<file path="src/common/synth_pkg.sv">
package synth_pkg;

  // ----------------------------------------------------------------
  // Widths
  // ----------------------------------------------------------------
  localparam int N_W = 20;
  localparam int R_W = 13;
  localparam int AUX_OUT_W = 8;
  localparam int AUX_MAIN_W = 12;
  localparam int AUX_REF_W = 8;
  localparam int ADDR_W = 6;
  localparam int SYNC_W = 4;

  // ----------------------------------------------------------------
  // Register offsets (byte addresses)
  // ----------------------------------------------------------------
  localparam logic [5:0] OFF_CTRL = 6'h00;
  localparam logic [5:0] OFF_DATA0 = 6'h04;
  localparam logic [5:0] OFF_DATA1 = 6'h08;
  localparam logic [5:0] OFF_DATA2 = 6'h0C;
  localparam logic [5:0] OFF_DATA3 = 6'h10;
  localparam logic [5:0] OFF_AUX_PLL1 = 6'h14;
  localparam logic [5:0] OFF_AUX_PLL2 = 6'h18;
  localparam logic [5:0] OFF_AUX_REF1 = 6'h1C;
  localparam logic [5:0] OFF_AUX_REF2 = 6'h20;
  localparam logic [5:0] OFF_STATUS = 6'h24;

  // ----------------------------------------------------------------
  // Field positions
  // ----------------------------------------------------------------
  localparam int CTRL_SEL1_BIT = 0;
  localparam int CTRL_GAIN1_BIT = 3;
  localparam int CTRL_SEL2_BIT = 8;
  localparam int CTRL_GAIN2_BIT = 11;
  localparam int D3_CH_BIT = 0;
  localparam int D3_SET_BIT = 1;
  localparam int AUX_MAIN_LSB = 8;
  localparam int AUX_BYPASS_BIT = 8;
  localparam logic [2:0] MASK_FULL = 3'h7;

  // ----------------------------------------------------------------
  // User configuration held in the firmware image (reset values)
  // ----------------------------------------------------------------
  localparam logic [1:0] IMG_SEL = 2'h0;
  localparam logic [1:0] IMG_GAIN = 2'h3;
  localparam logic [N_W-1:0] IMG_N = 20'h00BB8;
  localparam logic [R_W-1:0] IMG_R = 13'h0060;
  localparam logic [AUX_REF_W-1:0] IMG_AUX_REF = 8'hC8;
  localparam logic [AUX_MAIN_W-1:0] IMG_AUX_MAIN = 12'h190;
  localparam logic [AUX_OUT_W-1:0] IMG_AUX_OUT1 = 8'h04;
  localparam logic [AUX_OUT_W-1:0] IMG_AUX_OUT2 = 8'h02;

  // ----------------------------------------------------------------
  // Types
  // ----------------------------------------------------------------
  typedef struct packed {
    logic [N_W-1:0] n;
    logic [R_W-1:0] r;
  } divset_t;

  typedef struct packed {
    logic [AUX_OUT_W-1:0] out_div;
    logic [AUX_MAIN_W-1:0] main_div;
    logic [AUX_REF_W-1:0] ref_div;
    logic bypass;
  } aux_cfg_t;

  typedef struct packed {
    logic level;
    logic oe;
  } pump_t;

  typedef enum logic [0:0] {
    ST_LOAD = 1'b0,
    ST_RUN = 1'b1
  } load_state_t;

endpackage

</file>
<file path="src/rtl/count_divider.sv">
`timescale 1ns/1ps
module count_divider #(
  parameter int W = 8
) (
  input wire logic clk, // Core clock
  input wire logic rst_n, // Async reset, active low
  input wire logic tick, // One-cycle count event
  input wire logic [W-1:0] div_value, // Divide ratio, 0 acts as 1
  output logic pulse, // One pulse per full count
  output logic square // Output clock, 1:1 for even ratios
);

  logic [W-1:0] cnt_reg;
  logic [W-1:0] cnt_next;
  logic [W-1:0] ratio;
  logic pulse_reg;
  logic square_reg;

  // ----------------------------------------------------------------
  // Next count; a new ratio is only picked up at terminal count
  // ----------------------------------------------------------------
  always_comb
  begin
    ratio = (div_value == '0) ? W'(1) : div_value;
    cnt_next = (cnt_reg == '0) ? ratio - W'(1) : cnt_reg - W'(1); // RQ20
  end

  // Counter, pulse and square output
  always_ff @(posedge clk or negedge rst_n)
  begin
    if (!rst_n)
    begin
      cnt_reg <= '0;
      pulse_reg <= 1'b0;
      square_reg <= 1'b0;
    end
    else
    begin
      pulse_reg <= tick && (cnt_reg == '0); // RQ20
      if (tick)
      begin
        cnt_reg <= cnt_next;
        square_reg <= cnt_next >= (ratio >> 1); // RQ16
      end
    end
  end

  assign pulse = pulse_reg;
  assign square = square_reg;

endmodule

</file>
<file path="src/rtl/phase_freq_detector.sv">
`timescale 1ns/1ps
module phase_freq_detector (
  input wire logic clk, // Core clock
  input wire logic rst_n, // Async reset, active low
  input wire logic ref_pulse, // Divided reference
  input wire logic fb_pulse, // Divided feedback
  output synth_pkg::pump_t pump // Three-state pump drive
);

  logic up_reg;
  logic dn_reg;
  logic up_next;
  logic dn_next;
  synth_pkg::pump_t pump_reg;

  // Both flags high means phase matched: clear both, pump floats
  always_comb
  begin
    up_next = up_reg | ref_pulse;
    dn_next = dn_reg | fb_pulse;
    if (up_next && dn_next)
    begin
      up_next = 1'b0;
      dn_next = 1'b0;
    end
  end

  // ----------------------------------------------------------------
  // Flags and high-impedance pump output
  // ----------------------------------------------------------------
  always_ff @(posedge clk or negedge rst_n)
  begin
    if (!rst_n)
    begin
      up_reg <= 1'b0;
      dn_reg <= 1'b0;
      pump_reg <= '0;
    end
    else
    begin
      up_reg <= up_next;
      dn_reg <= dn_next;
      pump_reg.level <= up_next; // RQ11
      pump_reg.oe <= up_next | dn_next; // RQ11
    end
  end

  assign pump = pump_reg;

endmodule

</file>
<file path="src/rtl/dual_synth_divider_config.sv">
// Operation
// RQ1: Each RF channel holds two divider sets, each one N and one R.
// RQ2: N counter is 20 bits, R counter 13 bits, per channel.
// RQ3: R divides reference, N divides VCO, both to comparison rate.
// RQ4: A control register bit picks which set drives each channel.
// RQ5: Setup takes four data writes; registers may be partial until then.
// RQ6: Gain select bit is bit 3 for channel one, bit 11 for two.
// RQ7: Gain bit set selects four times the pump current.
// RQ8: Software keeps comparison frequency within 2.5kHz to 200kHz.
// RQ9: Both RF channels run from the one shared reference clock.
// RQ10: Writing one channel never changes the other channel's values.
// RQ11: Phase-frequency detector drives a high-impedance charge pump.
// RQ12: No lock status is produced for either RF channel.
// RQ13: RF reference comes from the internal clock path by default.
// RQ14: Two aux clock PLLs with output, main and reference dividers.
// RQ15: Software programs aux reference divider for 96kHz comparison.
// RQ16: Aux output divider gives equal high and low for even ratios.
// RQ17: Image defaults give aux outputs of 9.6MHz and 19.2MHz.
// RQ18: Divider settings load from the firmware image at start.
// RQ19: New divider values apply only after the fourth write. Aux divider values apply on their single register write.
// RQ20: Each divider pulses once per full count, then reloads.
`timescale 1ns/1ps
module dual_synth_divider_config (
  input wire logic clk, // Shared reference and core clock
  input wire logic rst_n, // Async reset, active low
  input wire logic [5:0] addr, // Register byte address
  input wire logic [31:0] wdata, // Write data
  input wire logic wr_en, // Write strobe
  input wire logic rd_en, // Read strobe
  output logic [31:0] rdata, // Read data, cycle after rd_en
  input wire logic image_reload, // Pulse: reload firmware_image setup
  input wire logic [1:0] rf_vco_in, // RF VCO feedback pins
  input wire logic [1:0] aux_vco_in, // Aux PLL VCO feedback pins
  output synth_pkg::pump_t [1:0] pump_output_pin, // RF charge pumps
  output logic [1:0] pump_gain_x4, // To pump_current_set_pin stage
  output synth_pkg::pump_t [1:0] aux_pump_pin, // Aux charge pumps
  output logic aux_clock_out_one, // Aux clock one
  output logic aux_clock_out_two, // Aux clock two
  output logic config_loading // High while image loads
);

  // ----------------------------------------------------------------
  // Declarations
  // ----------------------------------------------------------------
  logic [3:0] sync1_reg;
  logic [3:0] sync2_reg;
  logic [3:0] sync3_reg;
  logic [3:0] vco_edge;
  synth_pkg::load_state_t state_reg;
  logic load_now;
  logic [1:0] sel_reg;
  logic [1:0] gain_reg;
  logic [synth_pkg::N_W-1:0] stage_n_reg;
  logic [synth_pkg::R_W-1:0] stage_r_reg;
  logic [2:0] mask_reg;
  synth_pkg::divset_t [1:0][1:0] set_reg;
  synth_pkg::aux_cfg_t [1:0] aux_reg;
  synth_pkg::divset_t [1:0] active;
  logic wr_d3;
  logic commit;
  logic [1:0] rf_ref_pulse;
  logic [1:0] rf_fb_pulse;
  logic [1:0] aux_ref_pulse;
  logic [1:0] aux_fb_pulse;
  logic [1:0] aux_ref_sq;
  logic [1:0] aux_out_sq;
  logic [1:0] aux_clk_reg;
  logic [31:0] rdata_reg;

  // Address match, shared by every write decode below
  function automatic logic hit(input logic [5:0] a,
                               input logic [5:0] off);
    hit = (a == off);
  endfunction

  // ----------------------------------------------------------------
  // VCO pin synchronisers; the second and third stages feed the edge test
  // ----------------------------------------------------------------
  always_ff @(posedge clk or negedge rst_n)
  begin
    if (!rst_n)
    begin
      sync1_reg <= 4'h0;
      sync2_reg <= 4'h0;
      sync3_reg <= 4'h0;
    end
    else
    begin
      sync1_reg <= {aux_vco_in, rf_vco_in};
      sync2_reg <= sync1_reg;
      sync3_reg <= sync2_reg;
    end
  end

  assign vco_edge = sync2_reg & ~sync3_reg;

  // ----------------------------------------------------------------
  // Image load sequencer
  // ----------------------------------------------------------------
  always_ff @(posedge clk or negedge rst_n)
  begin
    if (!rst_n)
      state_reg <= synth_pkg::ST_LOAD;
    else
      case (state_reg)
        synth_pkg::ST_LOAD: state_reg <= synth_pkg::ST_RUN;
        synth_pkg::ST_RUN:
          if (image_reload)
            state_reg <= synth_pkg::ST_LOAD;
        default: state_reg <= synth_pkg::ST_LOAD;
      endcase
  end

  assign load_now = (state_reg == synth_pkg::ST_LOAD);
  assign config_loading = load_now;

  // Control register: set select and pump gain per channel
  always_ff @(posedge clk or negedge rst_n)
  begin
    if (!rst_n)
    begin
      sel_reg <= synth_pkg::IMG_SEL;
      gain_reg <= synth_pkg::IMG_GAIN;
    end
    else if (load_now)
    begin
      sel_reg <= synth_pkg::IMG_SEL; // RQ18
      gain_reg <= synth_pkg::IMG_GAIN; // RQ18
    end
    else if (wr_en && hit(addr, synth_pkg::OFF_CTRL))
    begin
      sel_reg[0] <= wdata[synth_pkg::CTRL_SEL1_BIT]; // RQ4
      sel_reg[1] <= wdata[synth_pkg::CTRL_SEL2_BIT]; // RQ4
      gain_reg[0] <= wdata[synth_pkg::CTRL_GAIN1_BIT]; // RQ6
      gain_reg[1] <= wdata[synth_pkg::CTRL_GAIN2_BIT]; // RQ6
    end
  end

  // High gain asks the pump stage for four times the current
  assign pump_gain_x4 = gain_reg; // RQ7

  // ----------------------------------------------------------------
  // Four-write setup: three staging writes, the fourth commits
  // ----------------------------------------------------------------
  assign wr_d3 = wr_en && hit(addr, synth_pkg::OFF_DATA3);
  assign commit = wr_d3 && (mask_reg == synth_pkg::MASK_FULL); // RQ5

  always_ff @(posedge clk or negedge rst_n)
  begin
    if (!rst_n)
    begin
      stage_n_reg <= '0;
      stage_r_reg <= '0;
      mask_reg <= 3'h0;
    end
    else if (load_now || commit)
      mask_reg <= 3'h0; // RQ5
    else if (wr_en)
    begin
      if (hit(addr, synth_pkg::OFF_DATA0))
      begin
        stage_n_reg[15:0] <= wdata[15:0];
        mask_reg[0] <= 1'b1;
      end
      if (hit(addr, synth_pkg::OFF_DATA1))
      begin
        stage_n_reg[synth_pkg::N_W-1:16] <= wdata[3:0];
        mask_reg[1] <= 1'b1;
      end
      if (hit(addr, synth_pkg::OFF_DATA2))
      begin
        stage_r_reg <= wdata[synth_pkg::R_W-1:0];
        mask_reg[2] <= 1'b1;
      end
    end
  end

  // Divider sets; a commit touches only the addressed channel and set
  always_ff @(posedge clk or negedge rst_n)
  begin
    if (!rst_n)
      set_reg <= {4{synth_pkg::IMG_N, synth_pkg::IMG_R}};
    else if (load_now)
      set_reg <= {4{synth_pkg::IMG_N, synth_pkg::IMG_R}}; // RQ18
    else if (commit) // RQ19
      set_reg[wdata[synth_pkg::D3_CH_BIT]][wdata[synth_pkg::D3_SET_BIT]]
        <= {stage_n_reg, stage_r_reg}; // RQ1 RQ10
  end

  // ----------------------------------------------------------------
  // Aux clock PLL configuration, two registers per output
  // ----------------------------------------------------------------
  always_ff @(posedge clk or negedge rst_n)
  begin
    if (!rst_n)
    begin
      aux_reg[0] <= {synth_pkg::IMG_AUX_OUT1, synth_pkg::IMG_AUX_MAIN,
                     synth_pkg::IMG_AUX_REF, 1'b0};
      aux_reg[1] <= {synth_pkg::IMG_AUX_OUT2, synth_pkg::IMG_AUX_MAIN,
                     synth_pkg::IMG_AUX_REF, 1'b0};
    end
    else if (load_now)
    begin
      aux_reg[0] <= {synth_pkg::IMG_AUX_OUT1, synth_pkg::IMG_AUX_MAIN,
                     synth_pkg::IMG_AUX_REF, 1'b0}; // RQ17
      aux_reg[1] <= {synth_pkg::IMG_AUX_OUT2, synth_pkg::IMG_AUX_MAIN,
                     synth_pkg::IMG_AUX_REF, 1'b0}; // RQ17
    end
    else if (wr_en)
      for (int i = 0; i < 2; i++)
      begin
        if (hit(addr, synth_pkg::OFF_AUX_PLL1 + 6'(4 * i)))
        begin
          aux_reg[i].out_div <= wdata[synth_pkg::AUX_OUT_W-1:0]; // RQ14
          aux_reg[i].main_div <= wdata[synth_pkg::AUX_MAIN_LSB +:
                                       synth_pkg::AUX_MAIN_W]; // RQ14
        end
        if (hit(addr, synth_pkg::OFF_AUX_REF1 + 6'(4 * i)))
        begin
          aux_reg[i].ref_div <= wdata[synth_pkg::AUX_REF_W-1:0]; // RQ14
          aux_reg[i].bypass <= wdata[synth_pkg::AUX_BYPASS_BIT]; // RQ14
        end
      end
  end

  // Set chosen by the control register drives each channel
  always_comb
  begin
    for (int i = 0; i < 2; i++)
      active[i] = set_reg[i][sel_reg[i]]; // RQ4
  end

  // ----------------------------------------------------------------
  // Divider chains; reference dividers tick on the shared clock
  // ----------------------------------------------------------------
  for (genvar g = 0; g < 2; g++)
  begin : gen_ch
    count_divider #(.W(synth_pkg::R_W)) u_rf_r ( // RQ2 RQ3 RQ9 RQ13
      .clk(clk),
      .rst_n(rst_n),
      .tick(1'b1),
      .div_value(active[g].r),
      .pulse(rf_ref_pulse[g]),
      .square()
    );
    count_divider #(.W(synth_pkg::N_W)) u_rf_n ( // RQ2 RQ3
      .clk(clk),
      .rst_n(rst_n),
      .tick(vco_edge[g]),
      .div_value(active[g].n),
      .pulse(rf_fb_pulse[g]),
      .square()
    );
    phase_freq_detector u_rf_pfd ( // RQ11
      .clk(clk),
      .rst_n(rst_n),
      .ref_pulse(rf_ref_pulse[g]),
      .fb_pulse(rf_fb_pulse[g]),
      .pump(pump_output_pin[g])
    );
    count_divider #(.W(synth_pkg::AUX_REF_W)) u_aux_r ( // RQ14
      .clk(clk),
      .rst_n(rst_n),
      .tick(1'b1),
      .div_value(aux_reg[g].ref_div),
      .pulse(aux_ref_pulse[g]),
      .square(aux_ref_sq[g])
    );
    count_divider #(.W(synth_pkg::AUX_MAIN_W)) u_aux_n ( // RQ14
      .clk(clk),
      .rst_n(rst_n),
      .tick(vco_edge[2 + g]),
      .div_value(aux_reg[g].main_div),
      .pulse(aux_fb_pulse[g]),
      .square()
    );
    phase_freq_detector u_aux_pfd (
      .clk(clk),
      .rst_n(rst_n),
      .ref_pulse(aux_ref_pulse[g]),
      .fb_pulse(aux_fb_pulse[g]),
      .pump(aux_pump_pin[g])
    );
    count_divider #(.W(synth_pkg::AUX_OUT_W)) u_aux_o ( // RQ16
      .clk(clk),
      .rst_n(rst_n),
      .tick(vco_edge[2 + g]),
      .div_value(aux_reg[g].out_div),
      .pulse(),
      .square(aux_out_sq[g])
    );
  end

  // Output routing: VCO output divider or divided reference
  always_ff @(posedge clk or negedge rst_n)
  begin
    if (!rst_n)
      aux_clk_reg <= 2'h0;
    else
      for (int i = 0; i < 2; i++)
        aux_clk_reg[i] <= aux_reg[i].bypass ? aux_ref_sq[i]
                                            : aux_out_sq[i]; // RQ14
  end

  assign aux_clock_out_one = aux_clk_reg[0];
  assign aux_clock_out_two = aux_clk_reg[1];

  // ----------------------------------------------------------------
  // Read port; unmapped addresses read zero
  // ----------------------------------------------------------------
  always_ff @(posedge clk or negedge rst_n)
  begin
    if (!rst_n)
      rdata_reg <= 32'h0;
    else if (!rd_en)
      rdata_reg <= 32'h0;
    else
      case (addr)
        synth_pkg::OFF_CTRL:
          rdata_reg <= {20'h0, gain_reg[1], 2'h0, sel_reg[1],
                        4'h0, gain_reg[0], 2'h0, sel_reg[0]};
        synth_pkg::OFF_DATA0: rdata_reg <= {16'h0, stage_n_reg[15:0]};
        synth_pkg::OFF_DATA1: rdata_reg <= {28'h0, stage_n_reg[19:16]};
        synth_pkg::OFF_DATA2: rdata_reg <= {19'h0, stage_r_reg};
        synth_pkg::OFF_AUX_PLL1:
          rdata_reg <= {12'h0, aux_reg[0].main_div, aux_reg[0].out_div};
        synth_pkg::OFF_AUX_PLL2:
          rdata_reg <= {12'h0, aux_reg[1].main_div, aux_reg[1].out_div};
        synth_pkg::OFF_AUX_REF1:
          rdata_reg <= {23'h0, aux_reg[0].bypass, aux_reg[0].ref_div};
        synth_pkg::OFF_AUX_REF2:
          rdata_reg <= {23'h0, aux_reg[1].bypass, aux_reg[1].ref_div};
        // Staging progress and load state only; no lock bits exist
        synth_pkg::OFF_STATUS:
          rdata_reg <= {28'h0, load_now, mask_reg}; // RQ12
        default: rdata_reg <= 32'h0;
      endcase
  end

  assign rdata = rdata_reg;
endmodule

</file>
<file path="config.mk">
export PLATFORM = sky130hd
export DESIGN_NAME = dual_synth_divider_config
export DESIGN_NICKNAME = d
export VERILOG_FILES = /design/src/common/synth_pkg.sv /design/src/rtl/count_divider.sv /design/src/rtl/phase_freq_detector.sv /design/src/rtl/dual_synth_divider_config.sv
export SDC_FILE = /design/constraint.sdc
export NUM_CORES = 1
export LEC_CHECK = 0
export BUFFER_PORTS_ARGS = -buffer_cell sky130_fd_sc_hd__buf_2
export CORE_MARGIN = 3
export CORE_UTILIZATION = 58
export CTS_BUF_LIST = sky130_fd_sc_hd__clkbuf_4 sky130_fd_sc_hd__clkbuf_8
export CTS_CLUSTER_DIAMETER = 80
export DETAILED_ROUTE_END_ITERATION = 10
export PLACE_DENSITY_LB_ADDON = 0.25
export SYNTH_ARGS = -nofsm -noshare
export SYNTH_HDL_FRONTEND = slang
export SYNTH_SLANG_ARGS = --single-unit
</file>
<file path="constraint.sdc">
create_clock -name clk -period 3.47 [get_ports clk]
set_clock_uncertainty 0.05 [all_clocks]
set_input_delay 0.1735 -clock clk [delete_from_list [all_inputs] [get_ports clk]]
set_output_delay 0.1735 -clock clk [all_outputs]
set_load 0.02 [all_outputs]
</file>
==> impl_metrics.json, run 1 <==
{
  "drv_slew": 0,
  "fin_util_pct": 68.46,
  "grt_pass1_vias": 18737,
  "grt.total_usage_pct": 30.85,
  "wirelength_um": 60080,
  "power.switching_uw": 4128,
  "num_antenna_cells": 0,
  "run_status": "finished clean",
  "cts_root_buf": "clkbuf_8",
  "dp_cells": 2828,
  "path_buf_inv": 1,
  "yosys.area.top_type_share_pct": 42.03,
  "cts_buffers": 74,
  "max_cap_violations": 0,
  "fillCellCount": 2824,
  "die_area_um2": 39200,
  "cpMaxStageDelayCell": "or4_4",
  "min_period_over_period_pct": 98.96,
  "cts_tree": "yes",
  "num_vias": 18782,
  "path_class": "reg2reg",
  "antenna_found_initial": 0,
  "cts.sinks": 411,
  "cp_max_fo": 8,
  "swShare_pct": 30.90,
  "seqPwrFrac_pct": 44.7,
  "rows": 69,
  "largest_reg_flops": 132,
  "endpoint_kind": "register",
  "tightest_slew_ns": 0.8595,
  "first_pass_iters": 8,
  "drc": 0,
  "synth-seq-area-share_pct": 48.42,
  "worst_ep_required_time_ns": 3.99,
  "r2r_start": "sel_reg[0]$_DFFE_PN0P_",
  "register_area_um2": 10360,
  "cp.arrival_ns": 3.95,
  "die_y_um": 198.0,
  "path_clk_slew_ns": 0.06,
  "post-synth-top-count-cell": "nand2_1",
  "stdcell_count": 2999,
  "timing.slew.headroom_pct": 42.26,
  "hold_viol": 0,
  "synth-edff-count": 0,
  "ys_ff_latch": 411,
  "rsz0062_at_grt": "yes",
  "p_int_uw": 9230,
  "syn_area_um2": 21380,
  "synth_cell_types": 93,
  "ios": 92,
  "start_util_pct": 59.52,
  "finalSetupViolCount": 0,
  "synth.largest_area_cell": "dfrtp_1",
  "h-tree-depth": 3,
  "multiInputGateArea_um2": 10370,
  "port_buffers": 67,
  "area_growth_pct": 15.02,
  "leakage_uw": 0.01046,
  "peakVddDrop_uv": 583.8,
  "cpLargestDelayFamily": "simple AND/OR/NAND/NOR gates",
  "wl_per_cell_um": 20.03,
  "ant_nets": 0,
  "comb_power_share_pct": 19.2,
  "hpwl_um": 41050,
  "grt_pass1_wl_um": 96970,
  "start_kind": "register",
  "yosys-top-cells-area": "dfrtp_1 42%, nand2_1 7.8%, dfstp_2 6.4%, a21oi_1 6.2%, mux2_2 3.8%",
  "async_flop_share_pct": 100.0,
  "avgSynthCellArea_um2": 9.171,
  "place_congestion": 0.9261,
  "min_path_type": "in2async",
  "p_total_uw": 13360,
  "fp.dieW_um": 198.0,
  "synth_common_cells": "442 x nand2_1, 359 x dfrtp_1, 263 x a21oi_1",
  "clockBufferDepth": 3,
  "worstPathCellList": "buf_4 > mux2i_2 > nor3_1 > a311oi_2 > ha_2 > or3b_4 > nor3_4 > o31ai_2 > a211o_1 > or4_4 > a21oi_2 > o22a_1",
  "grt_max_degree": 83,
  "overflow": 0,
  "netlist_instances": 2331,
  "layout-drive-gt1-share_pct": 19.66,
  "clkPwrFrac_pct": 36.0,
  "period_needed_ns": 3.434,
  "clock_latency_ns": 0.64,
  "ys_warn_count": 0,
  "core_um2": 35910,
  "synth_flop_cell": "dfrtp_1",
  "critPathMaxStageDelay_ns": 0.54,
  "viasPerCell": 6.263,
  "fmax_mhz": 291.2,
  "drt_iter0_drc": 1519,
  "nets": 2561,
  "cellPowerDensity_nw_per_um2": 543.2,
  "cp-startpoint": "sel_reg[0]$_DFFE_PN0P_"
}
## worst reg2reg max path: stages, from the launching register on
cell and delay (ns):
dfrtp_2 0.46, buf_4 0.15, mux2i_2 0.26, nor3_1 0.09, a311oi_2 0.33, ha_2 0.24
or3b_4 0.40, nor3_4 0.19, o31ai_2 0.10, a211o_1 0.28, or4_4 0.54, a21oi_2 0.14
o22a_1 0.14
## cell type report
class                   instances  share of cell area, %
multi-input cells            1738                  42.19
flip-flops and latches        411                  42.13
clock buffers                 125                  6.157
repair buffers                190                  5.913
well taps                     461                  2.346
inverters                      62                 0.9566
clock inverters                12                 0.3104
## timing repair
| item | 4_1_cts | 5_1_grt |
|---|---|---|
| buffers inserted | 2 | 3 |
| hold buffers | 29 | 0 |
| gates resized for setup | 8 | 15 |
| cloned | 0 | 0 |
| endpoints found under the setup margin | 1 | 7 |
| hold endpoints to repair | 222 | 0 |
| pin swaps | 6 | 5 |
## path summary, 6_finish.rpt
check                                                                end  slack (ns)  depth (start not counted)
worst min register to register                    sync2_reg[2]$_DFF_PN0_        0.29                          0
worst max-delay path            gen_ch[0].u_rf_n.cnt_reg[14]$_DFFE_PN0P_        0.04                         12
worst min-delay path                gen_ch[1].u_rf_pfd.pump[0]$_DFF_PN0_        0.08                          2
min in group clk                                  sync1_reg[0]$_DFF_PN0_        0.13                          2
worst max register to register  gen_ch[0].u_rf_n.cnt_reg[14]$_DFFE_PN0P_        0.04                         12
max in group asynchronous                        set_reg[38]$_DFFE_PN1P_        2.31                          3
## through the flow
stage                     worst slack, ns  hold WS (ns)  setup TNS (ns)  cell area [um^2]
after floorplan                   0.01166       -0.1721               0             21440
after global placement           0.002142        0.1658               0             22570
after detailed placement         -0.04309        0.1773        -0.04309             22570
after CTS                        -0.01241       0.06094        -0.01241             24510
after global routing             -0.08630        0.1095         -0.1711             24590
final                             0.03612       0.07943               0             24590
## placed cells by master, fill, tap and decap left out, types with 24 or more instances in the layout
master	n
a21oi_1	261
ha_1	36
nor4_1	33
dlygate4sd3_1	29
clkbuf_8	92
buf_2	66
inv_1	59
clkbuf_4	33
nand3_1	84
a22oi_1	24
mux2_2	73
nor3_1	76
nor2_1	177
o21ai_0	55
dfstp_2	52
dfrtp_1	354
buf_4	85
nand2_1	442
mux2i_1	70
## cell families after synthesis
kind of cell             synth area share (%)
AO/OA/AOI/OAI                           15.96
XOR/XNOR                                1.803
adder cells (fa/ha/maj)                 2.259
buffers and inverters                   3.816
flip-flops                              48.42
multiplexers                            7.170
other                                 0.01754
AND/OR/NAND/NOR                         20.56
## power by group through the flow
stage                     Combinational [uW]  Clock (uW)  Sequential (uW)
after floorplan                         1890           0             5840
after global placement                  2410           0             5990
after detailed placement                2510           0             6020
after CTS                               2560        4880             5950
after global routing                    2910        5100             6050
final                                   2570        4810             5980
## layer usage
layer	vias up	track usage (%)	wire length [um]	share of wire [%]
li1	8568	-	-	-
met1	9210	39.35	23440	39
met2	805	50.24	28640	48
met3	199	6.687	5086	8.5
met4	0	15.26	2908	4.8
met5	-	0	0	0
No activity file was read; power rests on OpenSTA's default activity.
==> run 2: changes to the inputs <==
CORE_UTILIZATION = 30   (was 58)
==> run 2 against run 1 <==
Non-clock buffer count up 16. Clock-buffer cell count down 4. Sequential power is essentially flat. Clock power rose by 3%. Register-to-register slack gained 0.10 ns. Global-route usage down 13 points. Via count down 1.6%.
==> impl_metrics.json, run 2 (same netlist as run 1, synthesis figures left out) <==
{
  "cp.arrival_ns": 3.87,
  "reg2reg_to": "gen_ch[0].u_rf_n.cnt_reg[14]$_DFFE_PN0P_",
  "grt_pass1_vias": 18133,
  "max_cap_violations": 0,
  "clock_latency_ns": 0.66,
  "r2r_cells": 13,
  "fin_util_pct": 35.95,
  "grt_pass1_wl_um": 104900,
  "cellPowerDensity_nw_per_um2": 538.1,
  "rsz0062_at_grt": "yes",
  "cts_root_buf": "clkbuf_8",
  "place_congestion": 0.8746,
  "area_growth_pct": 18.18,
  "fin_ws_ns": 0.1381,
  "p_total_uw": 13600,
  "wirelength_um": 65850,
  "peakVddDrop_uv": 269.9,
  "ios": 92,
  "drv_slew": 0,
  "overflow": 0,
  "hold_viol": 0,
  "path_clk_slew_ns": 0.06,
  "pre_cts_ws_ns": -0.08288,
  "cpLargestDelayFamily": "simple AND/OR/NAND/NOR gates",
  "path_class": "reg2reg",
  "finalSetupViolCount": 0,
  "largest_reg_flops": 132,
  "cts_buffers": 74,
  "cts_tree": "yes",
  "min_period_over_period_pct": 96.02,
  "register_area_um2": 10360,
  "min_path_type": "in2async",
  "fmax_mhz": 300.1,
  "endpoint_kind": "register",
  "core_um2": 70270,
  "die_y_um": 272.9,
  "ant_nets": 0,
  "viasPerCell": 5.297,
  "timing.slew.headroom_pct": 39.16,
  "final_cell_mix": "442 x nand2_1, 355 x dfrtp_1, 261 x a21oi_1",
  "multiInputGateArea_um2": 10350,
  "cts.sinks": 411,
  "drt_iter0_drc": 1576,
  "r2r_start": "sel_reg[0]$_DFFE_PN0P_",
  "num_vias": 18487,
  "layout-drive-gt1-share_pct": 20.00,
  "worstPathCellList": "buf_4 > mux2i_1 > o211ai_1 > nor4_2 > a311oi_2 > ha_2 > or3b_4 > nor3_4 > o31ai_2 > a211o_1 > or4_4 > a21oi_2 > o22a_1",
  "port_buffers": 67,
  "rrSetupSlack_ns": 0.14,
  "fp.dieW_um": 272.9,
  "first_pass_iters": 6,
  "worst_ep_required_time_ns": 4.01,
  "grt_max_degree": 87,
  "antenna_found_initial": 3,
  "rows": 97,
  "tightest_slew_ns": 0.9126,
  "start_kind": "register",
  "leakage_uw": 0.01053,
  "die_area_um2": 74490,
  "period_needed_ns": 3.332,
  "wl_per_cell_um": 18.87,
  "start_util_pct": 30.42,
  "clockBufferDepth": 3,
  "cpMaxStageDelayCell": "or4_4",
  "nets": 2577,
  "mostFrequentLayoutCell": "nand2_1",
  "run_status": "finished clean",
  "grt.total_usage_pct": 17.69,
  "fillCellCount": 7116,
  "num_antenna_cells": 0,
  "critPathMaxStageDelay_ns": 0.53,
  "hpwl_um": 45700,
  "cp_max_fo": 6,
  "h-tree-depth": 3,
  "drc": 0,
  "path_buf_inv": 1
}
==> run 2: stage by stage <==
step	hold WS (ns)	TNS (ns)	std cells	area (um^2)
6_report	0.1059	0	3490	25260
5_1_grt	0.08107	-0.01787	3490	25260
4_1_cts	0.05413	0	3487	25190
3_5_place_dp	0.2208	-0.08288	3323	23270
3_3_place_gp	0.2088	-0.08655	3323	23270
2_1_floorplan	-0.1721	0	2342	21440
==> run 2: power by group <==
| group | internal, uW | switching [uW] | leakage [uW] |
|---|---|---|---|
| combinational | 1170 | 1500 | 0.00440 |
| clock | 2830 | 2130 | 0.000854 |
| sequential | 5350 | 623 | 0.00528 |
| total | 9340 | 4250 | 0.0105 |
==> run 2: how the worst max path moves through the flow <==
| stage | cells past startpoint | end | from | slack, ns |
|---|---|---|---|---|
| 2_1_floorplan | 13 | gen_ch[0].u_rf_n.cnt_reg[14]$_DFFE_PN0P_ | sel_reg[0]$_DFFE_PN0P_ | 0.01 |
| 4_1_cts | 13 | gen_ch[0].u_rf_n.cnt_reg[14]$_DFFE_PN0P_ | sel_reg[0]$_DFFE_PN0P_ | 0.02 |
| 3_5_place_dp | 12 | gen_ch[0].u_rf_n.cnt_reg[14]$_DFFE_PN0P_ | sel_reg[0]$_DFFE_PN0P_ | -0.08 |
| 6_report | 13 | gen_ch[0].u_rf_n.cnt_reg[14]$_DFFE_PN0P_ | sel_reg[0]$_DFFE_PN0P_ | 0.14 |
| 5_1_grt | 12 | gen_ch[0].u_aux_r.square$_DFF_PN0_ | gen_ch[0].u_aux_r.cnt_reg[5]$_DFF_PN0_ | -0.01 |
| 3_3_place_gp | 12 | gen_ch[0].u_rf_n.cnt_reg[14]$_DFFE_PN0P_ | sel_reg[0]$_DFFE_PN0P_ | -0.09 |
==> run 2: final cells by class <==
class,count,share of cell area [%]
clock buffers,121,5.998
clock inverters,12,0.3665
inverters,62,0.9311
multi-input cells,1738,40.97
flip-flops and latches,411,41.00
well taps,940,4.656
repair buffers,206,6.077
==> run 2: per-layer routing <==
metal / wire [um] / global-route usage, % / up-vias
li1: - / - / 8617
met1: 29270 / 24.22 / 9171
met2: 30200 / 27.87 / 556
met3: 4521 / 4.100 / 139
met4: 1827 / 5.211 / 4
met5: 26 / 0 / -
==> run 2: worst register-to-register path, stage by stage (launching register included) <==
cell	delay [ns]
dfrtp_2	0.44
buf_4	0.15
mux2i_1	0.13
o211ai_1	0.18
nor4_2	0.09
a311oi_2	0.26
ha_2	0.23
or3b_4	0.40
nor3_4	0.19
o31ai_2	0.10
a211o_1	0.26
or4_4	0.53
a21oi_2	0.13
o22a_1	0.15
==> run 2: repair_timing <==
item | 4_1_cts | 5_1_grt
endpoints found under the hold margin | 189 | 0
pin swaps | 4 | 6
hold buffers | 27 | 0
buffers inserted | 4 | 3
endpoints found under the setup margin | 1 | 6
resized for setup | 3 | 14
